## config.mk

```make
export PLATFORM = sky130hd
export DESIGN_NAME = serial_config_port
export DESIGN_NICKNAME = d
export VERILOG_FILES = /design/src/hdl/cfg_port_pkg.sv /design/src/hdl/mode_router.sv /design/src/hdl/serial_config_port.sv
export SDC_FILE = /design/constraint.sdc
export NUM_CORES = 2
export LEC_CHECK = 0
export BUFFER_PORTS_ARGS = -buffer_cell sky130_fd_sc_hd__buf_4
export CORE_AREA = 2 2 395 397
export CTS_CLUSTER_DIAMETER = 50
export DETAILED_ROUTE_END_ITERATION = 10
export DIE_AREA = 0 0 397 399
export HOLD_SLACK_MARGIN = 0.12
export SLEW_MARGIN = 10
export SYNTH_ARGS = -nofsm -noshare
export SYNTH_HDL_FRONTEND = slang
export SYNTH_HIERARCHICAL = 1
export SYNTH_SLANG_ARGS = --single-unit
```

## constraint.sdc

```tcl
create_clock -name mclk -period 5.1 [get_ports mclk]
set_clock_uncertainty 0.05 [all_clocks]
set_input_delay 1.02 -clock mclk [delete_from_list [all_inputs] [get_ports mclk]]
set_output_delay 1.02 -clock mclk [all_outputs]
set_load 0.05 [all_outputs]
```

## src/hdl/cfg_port_pkg.sv

```systemverilog
// constants for the serial configuration port
package cfg_port_pkg;
   localparam int WORD_BITS = 32;
   localparam int ADDR_BITS = 5;
   localparam int DATA_BITS = 27;
   localparam int ADDR_LSB = 0;
   localparam int DATA_LSB = 5;
   localparam int NUM_REGS = 32;
   localparam logic [4:0] REG_OUT_LAST = 5'h05;
   localparam logic [4:0] REG_SYS_RESET = 5'h00;
   localparam logic [4:0] REG_MODE = 5'h0b;
   localparam logic [4:0] REG_CAL = 5'h1e;
   localparam int RESET_BIT = 17;
   localparam int EXTRA_CLOCKS = 3;
   localparam logic [1:0] EXTRA_LAST = 2'h3;
   localparam int DIV_LIMIT = 25;
   localparam int DDLY_LIMIT = 12;
   // field positions within data of registers 0..5
   localparam int DIV_LSB = 0;
   localparam int DIV_BITS = 11;
   localparam int DDLY_LSB = 11;
   localparam int DDLY_BITS = 10;
   // mode field and sync/holdover controls in register 11 data
   localparam int MODE_LSB = 22;
   localparam int MODE_BITS = 5;
   localparam int AUTO_SYNC_BIT = 8;
   localparam int HOLD_EN_BIT = 3;
   localparam int DOUBLER_BIT = 4;
   localparam logic [4:0] MODE_DUAL = 5'h00;
   localparam logic [4:0] MODE_DUAL_ZD = 5'h02;
   localparam logic [4:0] MODE_DUAL_EXT = 5'h03;
   localparam logic [4:0] MODE_DUAL_EXT_ZD = 5'h05;
   localparam logic [4:0] MODE_SINGLE = 5'h06;
   localparam logic [4:0] MODE_SINGLE_ZD = 5'h08;
   localparam logic [4:0] MODE_SINGLE_EXT = 5'h0b;
   localparam logic [4:0] MODE_DIST = 5'h10;
   typedef enum logic [1:0] {
      SRC_OSC, SRC_REF0, SRC_REF1, SRC_REF2
   } ref_src_e;
endpackage

```

## src/hdl/mode_router.sv

```systemverilog
// routing of references and feedback for each operating mode
`timescale 1ns/1ps
module mode_router
   import cfg_port_pkg::*;
(
   // configuration
   input wire logic [4:0] mode,
   input wire logic [1:0] ref_select,
   input wire logic ext_feedback,
   input wire logic doubler_en,
   input wire logic holdover_en,
   input wire logic ref_lost,
   // routing results
   output logic jcl_power_down,
   output logic [1:0] jcl_ref_src,
   output logic jcl_fb_from_output,
   output logic syn_ref_from_osc,
   output logic syn_ref_doubled,
   output logic syn_fb_from_output,
   output logic fb_from_pin,
   output logic dist_from_ref1,
   output logic tune_freeze
);
   logic dual;
   logic zd;
   always_comb begin
      dual = 1'b0;
      zd = 1'b0;
      dist_from_ref1 = 1'b0;
      unique case (mode)
         MODE_DUAL, MODE_DUAL_EXT: dual = 1'b1;
         MODE_DUAL_ZD, MODE_DUAL_EXT_ZD: begin
            dual = 1'b1;
            zd = 1'b1;
         end
         MODE_SINGLE, MODE_SINGLE_EXT: ;
         MODE_SINGLE_ZD: zd = 1'b1;
         MODE_DIST: dist_from_ref1 = 1'b1;
         default: ;
      endcase
      jcl_power_down = !dual;
      // reference 0..2 only; osc code falls back to reference 0
      jcl_ref_src = (dual && ref_select != SRC_OSC) ? ref_select
         : SRC_REF0;
      jcl_fb_from_output = dual && zd;
      syn_fb_from_output = !dual && zd && !dist_from_ref1;
      fb_from_pin = zd && ext_feedback;
      syn_ref_from_osc = !dist_from_ref1;
      syn_ref_doubled = syn_ref_from_osc && doubler_en;
      tune_freeze = dual && holdover_en && ref_lost;
   end
endmodule

```

## src/hdl/serial_config_port.sv

```systemverilog
// serial write port: shift, latch, extra clocks, sync and modes
`timescale 1ns/1ps
// What this block does
// - address in bits 0-4, data 5-31
// - sample data on each serial clock rise while latch is low
// - latch pulse copies data into addressed register
// - register 30 write starts frequency calibration
// - large divider/delay need three extra clocks
// - delay staged, applied at next sync
// - auto sync on latch fall after 0-5
// - small or unchanged values need no extras
// - single loop: cleaner off, oscillator is reference
// - dual loop: reference 0-2, oscillator feedback
// - zero-delay dual: output feeds cleaner feedback
// - zero-delay single: output feeds synthesis feedback
// - distribution: reference 1 feeds dividers
// - oscillator buffered, up to four outputs
// - synthesis reference may pass doubler
// - holdover freezes cleaner tuning voltage
// - reset bit in register 0 restores defaults
module serial_config_port
   import cfg_port_pkg::*;
#(
   parameter int GROUPS = 6,
   parameter logic [DATA_BITS-1:0] RESET_VALUE = 27'h0000000
)(
   // clock and reset (serial clock drives this block)
   input wire logic mclk,
   input wire logic reset_n,
   // serial pins
   input wire logic serial_data_pin,
   input wire logic latch_enable_pin,
   // status inputs
   input wire logic ref_lost,
   // per group active divider and delay
   output logic [GROUPS*DIV_BITS-1:0] output_group_divider,
   output logic [GROUPS*DDLY_BITS-1:0] output_group_digital_delay,
   output logic sync_event,
   output logic cal_start,
   // raw register view
   output logic [NUM_REGS*DATA_BITS-1:0] reg_data,
   // routing
   output logic jcl_power_down,
   output logic [1:0] jcl_ref_src,
   output logic jcl_fb_from_output,
   output logic syn_ref_from_osc,
   output logic syn_ref_doubled,
   output logic syn_fb_from_output,
   output logic fb_from_pin,
   output logic dist_from_ref1,
   output logic osc_buffer_en,
   output logic [3:0] osc_to_outputs,
   output logic tune_freeze
);
   typedef struct packed {
      logic [WORD_BITS-1:0] shift;
      logic le_d;
      logic [NUM_REGS*DATA_BITS-1:0] regs;
      logic [GROUPS*DIV_BITS-1:0] div_act;
      logic [GROUPS*DDLY_BITS-1:0] ddly_stage;
      logic [GROUPS*DDLY_BITS-1:0] ddly_act;
      logic [1:0] extra_cnt;
      logic pend;
      logic [2:0] pend_grp;
      logic sync_p;
      logic cal_p;
      logic auto_pend;
   } state_s;
   state_s st_reg;
   state_s st_next;
   logic [ADDR_BITS-1:0] waddr;
   logic [DATA_BITS-1:0] wdata;
   logic le_rise;
   logic le_fall;
   logic auto_sync;
   logic [DATA_BITS-1:0] mode_reg;
   logic [MODE_BITS-1:0] mode_code;
   logic [DIV_BITS-1:0] wdiv;
   assign waddr = st_reg.shift[ADDR_LSB +: ADDR_BITS];
   assign wdata = st_reg.shift[DATA_LSB +: DATA_BITS];
   assign le_rise = latch_enable_pin && !st_reg.le_d;
   assign le_fall = !latch_enable_pin && st_reg.le_d;
   assign mode_reg = st_reg.regs[REG_MODE*DATA_BITS +: DATA_BITS];
   assign auto_sync = mode_reg[AUTO_SYNC_BIT];
   assign mode_code = mode_reg[MODE_LSB +: MODE_BITS];
   assign wdiv = wdata[DIV_LSB +: DIV_BITS];
   always_comb begin
      logic [DIV_BITS-1:0] ndiv;
      logic [DDLY_BITS-1:0] nddly;
      logic big;
      int g;
      ndiv = '0;
      nddly = '0;
      big = 1'b0;
      g = 0;
      st_next = st_reg;
      st_next.le_d = latch_enable_pin;
      st_next.sync_p = 1'b0;
      st_next.cal_p = 1'b0;
      // shifting only while latch is low; msb first arrives at top
      if (!latch_enable_pin) begin
         st_next.shift = {st_reg.shift[WORD_BITS-2:0],
            serial_data_pin};
      end
      // extra clocks count on every edge after a big write
      if (st_reg.pend) begin
         if (st_reg.extra_cnt == EXTRA_LAST - 2'h1) begin
            g = int'(st_reg.pend_grp);
            st_next.div_act[g*DIV_BITS +: DIV_BITS] =
               st_reg.regs[g*DATA_BITS + DIV_LSB +: DIV_BITS];
            st_next.ddly_stage[g*DDLY_BITS +: DDLY_BITS] =
               st_reg.regs[g*DATA_BITS + DDLY_LSB +: DDLY_BITS];
            st_next.pend = 1'b0;
            st_next.extra_cnt = '0;
         end else begin
            st_next.extra_cnt = st_reg.extra_cnt + 2'h1;
         end
      end
      if (le_rise) begin
         if (waddr == REG_SYS_RESET && wdata[RESET_BIT]) begin
            st_next.regs = {NUM_REGS{RESET_VALUE}};
            st_next.pend = 1'b0;
         end else begin
            st_next.regs[waddr*DATA_BITS +: DATA_BITS] = wdata;
         end
         if (waddr == REG_CAL) begin
            st_next.cal_p = 1'b1;
         end
         if (waddr <= REG_OUT_LAST) begin
            ndiv = wdata[DIV_LSB +: DIV_BITS];
            nddly = wdata[DDLY_LSB +: DDLY_BITS];
            g = int'(waddr);
            // threshold shift stages are modelled as a pending load
            big = (ndiv > DIV_BITS'(DIV_LIMIT)
               || nddly > DDLY_BITS'(DDLY_LIMIT))
               && (ndiv != st_reg.div_act[g*DIV_BITS +: DIV_BITS]
               || nddly != st_reg.ddly_stage[g*DDLY_BITS +: DDLY_BITS]);
            if (g < GROUPS) begin
               if (big) begin
                  st_next.pend = 1'b1;
                  st_next.pend_grp = waddr[2:0];
                  st_next.extra_cnt = '0;
               end else begin
                  st_next.div_act[g*DIV_BITS +: DIV_BITS] = ndiv;
                  st_next.ddly_stage[g*DDLY_BITS +: DDLY_BITS] = nddly;
               end
            end
            st_next.auto_pend = auto_sync;
         end else begin
            st_next.auto_pend = 1'b0;
         end
      end
      // auto sync fires as latch falls; host supplied extras first
      if (le_fall && st_reg.auto_pend) begin
         st_next.sync_p = 1'b1;
         st_next.auto_pend = 1'b0;
      end
      if (st_reg.sync_p) begin
         st_next.ddly_act = st_reg.ddly_stage;
      end
   end
   always_ff @(posedge mclk or negedge reset_n) begin
      if (!reset_n) begin
         st_reg <= '0;
      end else begin
         st_reg <= st_next;
      end
   end
   assign output_group_divider = st_reg.div_act;
   assign output_group_digital_delay = st_reg.ddly_act;
   assign sync_event = st_reg.sync_p;
   assign cal_start = st_reg.cal_p;
   assign reg_data = st_reg.regs;
   // oscillator copy to buffered outputs and four clock outputs
   assign osc_buffer_en = 1'b1;
   assign osc_to_outputs = mode_reg[3:0] & 4'hf;
   mode_router u_router (
      .mode(mode_reg[MODE_LSB +: MODE_BITS]),
      .ref_select(mode_reg[DOUBLER_BIT+2 +: 2]),
      .ext_feedback(mode_reg[DOUBLER_BIT+1]),
      .doubler_en(mode_reg[DOUBLER_BIT]),
      .holdover_en(mode_reg[HOLD_EN_BIT]),
      .ref_lost(ref_lost),
      .jcl_power_down(jcl_power_down),
      .jcl_ref_src(jcl_ref_src),
      .jcl_fb_from_output(jcl_fb_from_output),
      .syn_ref_from_osc(syn_ref_from_osc),
      .syn_ref_doubled(syn_ref_doubled),
      .syn_fb_from_output(syn_fb_from_output),
      .fb_from_pin(fb_from_pin),
      .dist_from_ref1(dist_from_ref1),
      .tune_freeze(tune_freeze)
   );
endmodule

```

Yosys cells after proc, flatten, opt, wreduce, memory -nomap -nowiden
Cells that the tools add are included.

storage, ports and cells
  output and inout bits = 1,007
  word-level logic and storage cells = 107
  input bits = 5
  register bits after elaboration = 1,092

cells by class
  reduce and logical (&&, ||, !) cells = 26
  $lt $le $gt $ge = 4
  mux-type cells = 29
  add/subtract/negate cells = 7
  equal/unequal tests = 9
  shifts and indexed selects = 14
  multiply operators = 6

operators by type and width
  cell                       count
  $bwmux 864                 1
  $mux 864                   1
  $shift 27x34->864 const A  1
  $shiftx 27x34->864         1
  $shiftx 864x10->10         1
  $shiftx 864x9->11          1
  $mux 126                   6
  $bwmux 66                  2
  $shift 11x33->66 const A   2
  $shiftx 11x33->66          2
  $bwmux 60                  2
  $shift 10x33->60 const A   2
  $shiftx 10x33->60          2
  $neg 7->33                 2
  $neg 9->33                 2
  $shiftx 66x32->11          1
  $shiftx 60x32->10          1
  $neg 10->34                1
  $mux 6                     4
  $logic_and 1x1->1          13
  $gt 11x5->1 const B        1
  $ne 11x11->1               1
  $eq 5x2->1 const B         2
  $eq 5x5->1 const B         2
  other kinds (25)           41

Logic depth before layout (Yosys ltp)
  word-level depth = 12
  gate-level depth with buffers = 18
  depth with buffers taken out = 13

Cells and area by module
Netlist, hierarchy kept.

modules (own cells, without submodules)
  module              cells an instance  times used  area an instance (um^2)  seq. area each (um^2)
  serial_config_port  5,729              1           55,517.0                 27,326.2
  mode_router         17                 1           122.6                    0.0

Least setup slack after synthesis
OpenSTA, ideal clock, no wires.

  path kind = register to register
  from = register st_reg[3] in the netlist's numbering
  to = register st_reg[107] in the netlist's numbering
  path slack = 705 ps
  data arrival time = 4,221 ps
  setup time = 124 ps
  clock period less this slack = 4,395 ps
  data required time = 4,926 ps
  stages on the path, launching flop included = 16
  buffers on the path = 5
  cell sequence = dfrtp_1 buf_1 buf_2 clkbuf_1 inv_1 clkbuf_1 ha_1 nor3b_1 and2_1 or3_1 clkbuf_1 o41ai_1 nand2_1 mux2i_1 and2_1 a211o_1

RTL lines
  item                    RTL line                   RTL
  start, declared         serial_config_port.sv:69   state_s st_reg;
  start signal, assigned  serial_config_port.sv:166  st_reg <= st_next;

==> impl_results.rst <==
.. list-table::
   :header-rows: 1

   * - Metric
     - Value
   * - Area growth from synthesis to final layout
     - 14.0%
   * - Overall die area
     - ~160000 µm²
   * - Critical path cell sequence
     - ha_1 > ha_1 > inv_1 > fa_1 > nand3_1 > nor3_1 > ha_1 > and4b_1 > o21ai_0 > nor4_1 > mux2i_1
   * - Initial core utilization
     - between 30% and 40%
   * - Endpoint type of the worst setup path
     - register
   * - Final cycle utilization of the critical path
     - between 80 and 90%
   * - Launching element of the worst setup path
     - st_reg[1063]
   * - Number of synthesized flops with an enable pin
     - 0
   * - Setup repair after global routing missed its margin
     - no
   * - Filler-free cell count of the finished design
     - roughly 7800
   * - Initial DRC Count
     - 4058
   * - Count of filler cells inserted in the layout
     - roughly 15000
   * - Placed cell count
     - roughly 7600
   * - Clock transition at the register clock pins on the worst setup and hold paths after CTS
     - ~0.06 ns
   * - Slowest stage delay, CP
     - 0.70 ns
   * - Sequential cell area fraction in the yosys report
     - between 40% and 50%
   * - Number of max-cap violations
     - 0
   * - Sum of negative setup slack
     - 0 ns
   * - Status
     - complete, no violations
   * - Clk_lat worst skew
     - between 0.8 and 0.9 ns
   * - Critical Path AT
     - roughly 5.2 ns
   * - Highest clock frequency the design can meet
     - between 200 and 250 MHz
   * - Total of flip-flops plus latches after synthesis
     - approximately 1100
   * - Primary flip-flop cell chosen by synthesis mapping
     - sky130_fd_sc_hd__dfrtp_1
   * - Leading cell types in the layout, fill and taps excluded
     - sky130_fd_sc_hd__buf_4 (1168), sky130_fd_sc_hd__dfrtp_1 (1083), sky130_fd_sc_hd__o21ai_0 (857)
   * - Gr usage total
     - between 30% and 40%
   * - Worst Max-Slew Pin Slew
     - about 1.3 ns
   * - RePlAce Congestion
     - roughly 0.97
   * - Final routed wire length divided by cell count
     - approximately 33 µm
   * - Area of all placed cells without fillers
     - around 63000 µm²
   * - Number of global-route vias before repair
     - 42447
   * - DRC violation count after routing
     - 0
   * - IO Pins
     - 1012
   * - Type of the worst min-delay path
     - input pin to asynchronous set/reset pin
   * - Clock Tree Root
     - sky130_fd_sc_hd__clkbuf_16
   * - Residual overflow from global routing
     - 0
   * - PostCTS Resize Cnt
     - 0
   * - Synthesized-area fraction occupied by adder cells
     - less than 1%
   * - Net count of the mapped netlist
     - between 5000 and 6000
   * - Max transition margin
     - approximately 11%
   * - # clock sinks
     - 1092
   * - Floorplan row count
     - 144
   * - Layout net count
     - approximately 5700
   * - Maximum buffer depth of the clock tree
     - 3
   * - Post-CTS Setup Repair Bufs
     - 0
   * - Final worst-path setup slack
     - ~0.62 ns
   * - Leakage power summed over all cells
     - 28.8 nW
   * - Count of buffers inserted at the top-level ports
     - slightly above 1000
   * - Xor/xnor share of the synthesized area
     - less than 1%
   * - Gate family responsible for the most delay along the worst path
     - simple AND/OR/NAND/NOR gates
   * - Worst flop-to-flop path startpoint
     - st_reg[1063]
   * - Power per standard cell area
     - about 500 nW/µm²
   * - Max-slew violations
     - 0
   * - Core ar.
     - 154000 µm²
   * - Final Power
     - approximately 32 mW
   * - Classification of the worst setup path
     - register to register
   * - Number of hold-slack violations in the final timing report
     - 0
   * - Sequential cell area
     - between 20000 and 30000 µm²
   * - Area used by multi-input combinational logic
     - about 19000 µm²
   * - Post-synthesis area per instance
     - slightly below 10 µm²
   * - Inserted Clock Buffers
     - 145
   * - Number of vias per cell after detailed routing
     - between 5 and 6
   * - Dominant combinational cell family by area after synthesis
     - buffers and inverters
   * - Chip width
     - 397 µm
   * - Vias post-DR
     - approximately 44000
   * - Commonest non-fill, non-tap cell in the layout
     - sky130_fd_sc_hd__buf_4
   * - TritonCTS clock tree
     - built
   * - Cell Area, Synth
     - 55600 µm²
   * - Cell area after placement
     - 58400 µm²
   * - Number of library cell types mapped by synthesis
     - 69
   * - Most frequent cell on the critical path
     - sky130_fd_sc_hd__ha_1
   * - Detail Placement HPWL
     - 191000 µm
   * - Number of antenna violations at the first check in global routing
     - 8
   * - Remaining antenna violation count
     - 0
   * - Worst Path Required
     - roughly 5.8 ns
   * - CTS hold repair buffers
     - 0
   * - Buf+Inv Stages, Crit Path
     - 1
   * - Global-route wire length before repair
     - between 300000 and 400000 µm
   * - Height of the die
     - 399 µm
   * - Pin count of the biggest net entering global routing
     - between 150 and 200
   * - Slowest stage cell on the critical path
     - sky130_fd_sc_hd__nor4_1
   * - Multiplexer fraction of the synthesized cell area
     - approximately 8.5%
   * - Post-place setup slack
     - between 0.7 and 0.8 ns
   * - Flip-flop count of the largest register, all copies and words added
     - ~860
   * - Minimum period implied by the final worst setup slack
     - ~4.5 ns
   * - Compound-cell area share of the yosys netlist
     - a little under an eighth
   * - Initial DRT Pass Iterations
     - 6
   * - Worst vdd ir
     - about 310 µV
   * - Overall routed net length
     - about 260000 µm
   * - Synth Warn #
     - 6
   * - Highest fanout seen on the critical path
     - 13
   * - Layout cell share with drive strength beyond 1
     - approximately 29%
   * - Share of synthesized flip-flops with an asynchronous set or reset
     - 100%
   * - Type of origin of the critical path
     - register
   * - Simple-gate share of the synthesized area
     - 13.7%
   * - Synth Instances
     - about 5700
   * - Final setup viols
     - 0
   * - CTS H-Tree Depth
     - 4
area by class of cell:
type | instances | area share (%)
diodes | 7 | 0.0276
flip-flops and latches | 1092 | 43.1
clock buffers | 201 | 6.53
inverters | 28 | 0.166
multi-input cells | 3213 | 30.4
repair buffers | 1187 | 14.4
well taps | 2044 | 4.03
clock inverters | 61 | 1.31
Yosys cell counts (19+ instances only):
cell                       instances  area share, %
sky130_fd_sc_hd__a21oi_1          67           0.60
sky130_fd_sc_hd__o31ai_1          70           0.94
sky130_fd_sc_hd__nand2_1         472            3.2
sky130_fd_sc_hd__nor2_1          149            1.0
sky130_fd_sc_hd__nand3_1         827            7.4
sky130_fd_sc_hd__mux2i_1         228            4.1
sky130_fd_sc_hd__buf_1            65           0.44
sky130_fd_sc_hd__inv_1            27           0.18
sky130_fd_sc_hd__mux2_2          108            2.2
sky130_fd_sc_hd__dfrtp_1        1092             49
sky130_fd_sc_hd__o22ai_1          43           0.48
sky130_fd_sc_hd__clkbuf_1        330            2.2
sky130_fd_sc_hd__buf_4           995             13
sky130_fd_sc_hd__buf_2            19           0.17
sky130_fd_sc_hd__a22o_1           26           0.41
sky130_fd_sc_hd__ha_1             22           0.49
sky130_fd_sc_hd__o21ai_0         857            7.7
sky130_fd_sc_hd__mux4_2           42            1.7
sky130_fd_sc_hd__nor3_1           55           0.49
cells by family (layout without fill, tap and decap cells):
family	after synthesis	after routing
flip-flops	1092	1092
multiplexers	396	396
buffers and inverters	1441	1477
adder cells (fa/ha/maj)	23	23
XOR/XNOR	25	25
AND/OR/NAND/NOR	1625	1625
other	1	8
AO/OA/AOI/OAI	1143	1143
final timing paths:
check,to,slack (ns),cells past startpoint
max reg2reg,st_reg[79],0.62,11
min in group mclk,reg_data[651],0.42,2
max in group asynchronous,reg_data[437],3.39,2
max,st_reg[79],0.62,11
min,reg_data[132],0.18,1
min reg2reg,reg_data[651],0.42,2
metal layers:
metal / track usage [%] / vias up / share of wire (%)
met4: 14.0 / 0 / 5.4
met1: 39.4 / 22664 / 40
met2: 50.2 / 2144 / 46
li1: - / 18881 / -
met3: 8.97 / 497 / 8.6
met5: 0 / - / 0
where the power goes:
group,leakage [nW],total (mW),internal (mW),switching (mW)
Sequential,14.6,10.8,9.52,1.31
Combinational,11.8,10.6,2.71,7.89
Clock,2.41,10.5,6.14,4.32
metrics by stage:
stage                     hold WS, ns  util, %
after global routing            0.216     41.3
after global placement          0.411     38.0
after CTS                       0.227     41.3
final                           0.176     41.3
after floorplan                 0.394        -
after detailed placement        0.417     38.0
Power figures use the tool's default switching activity.
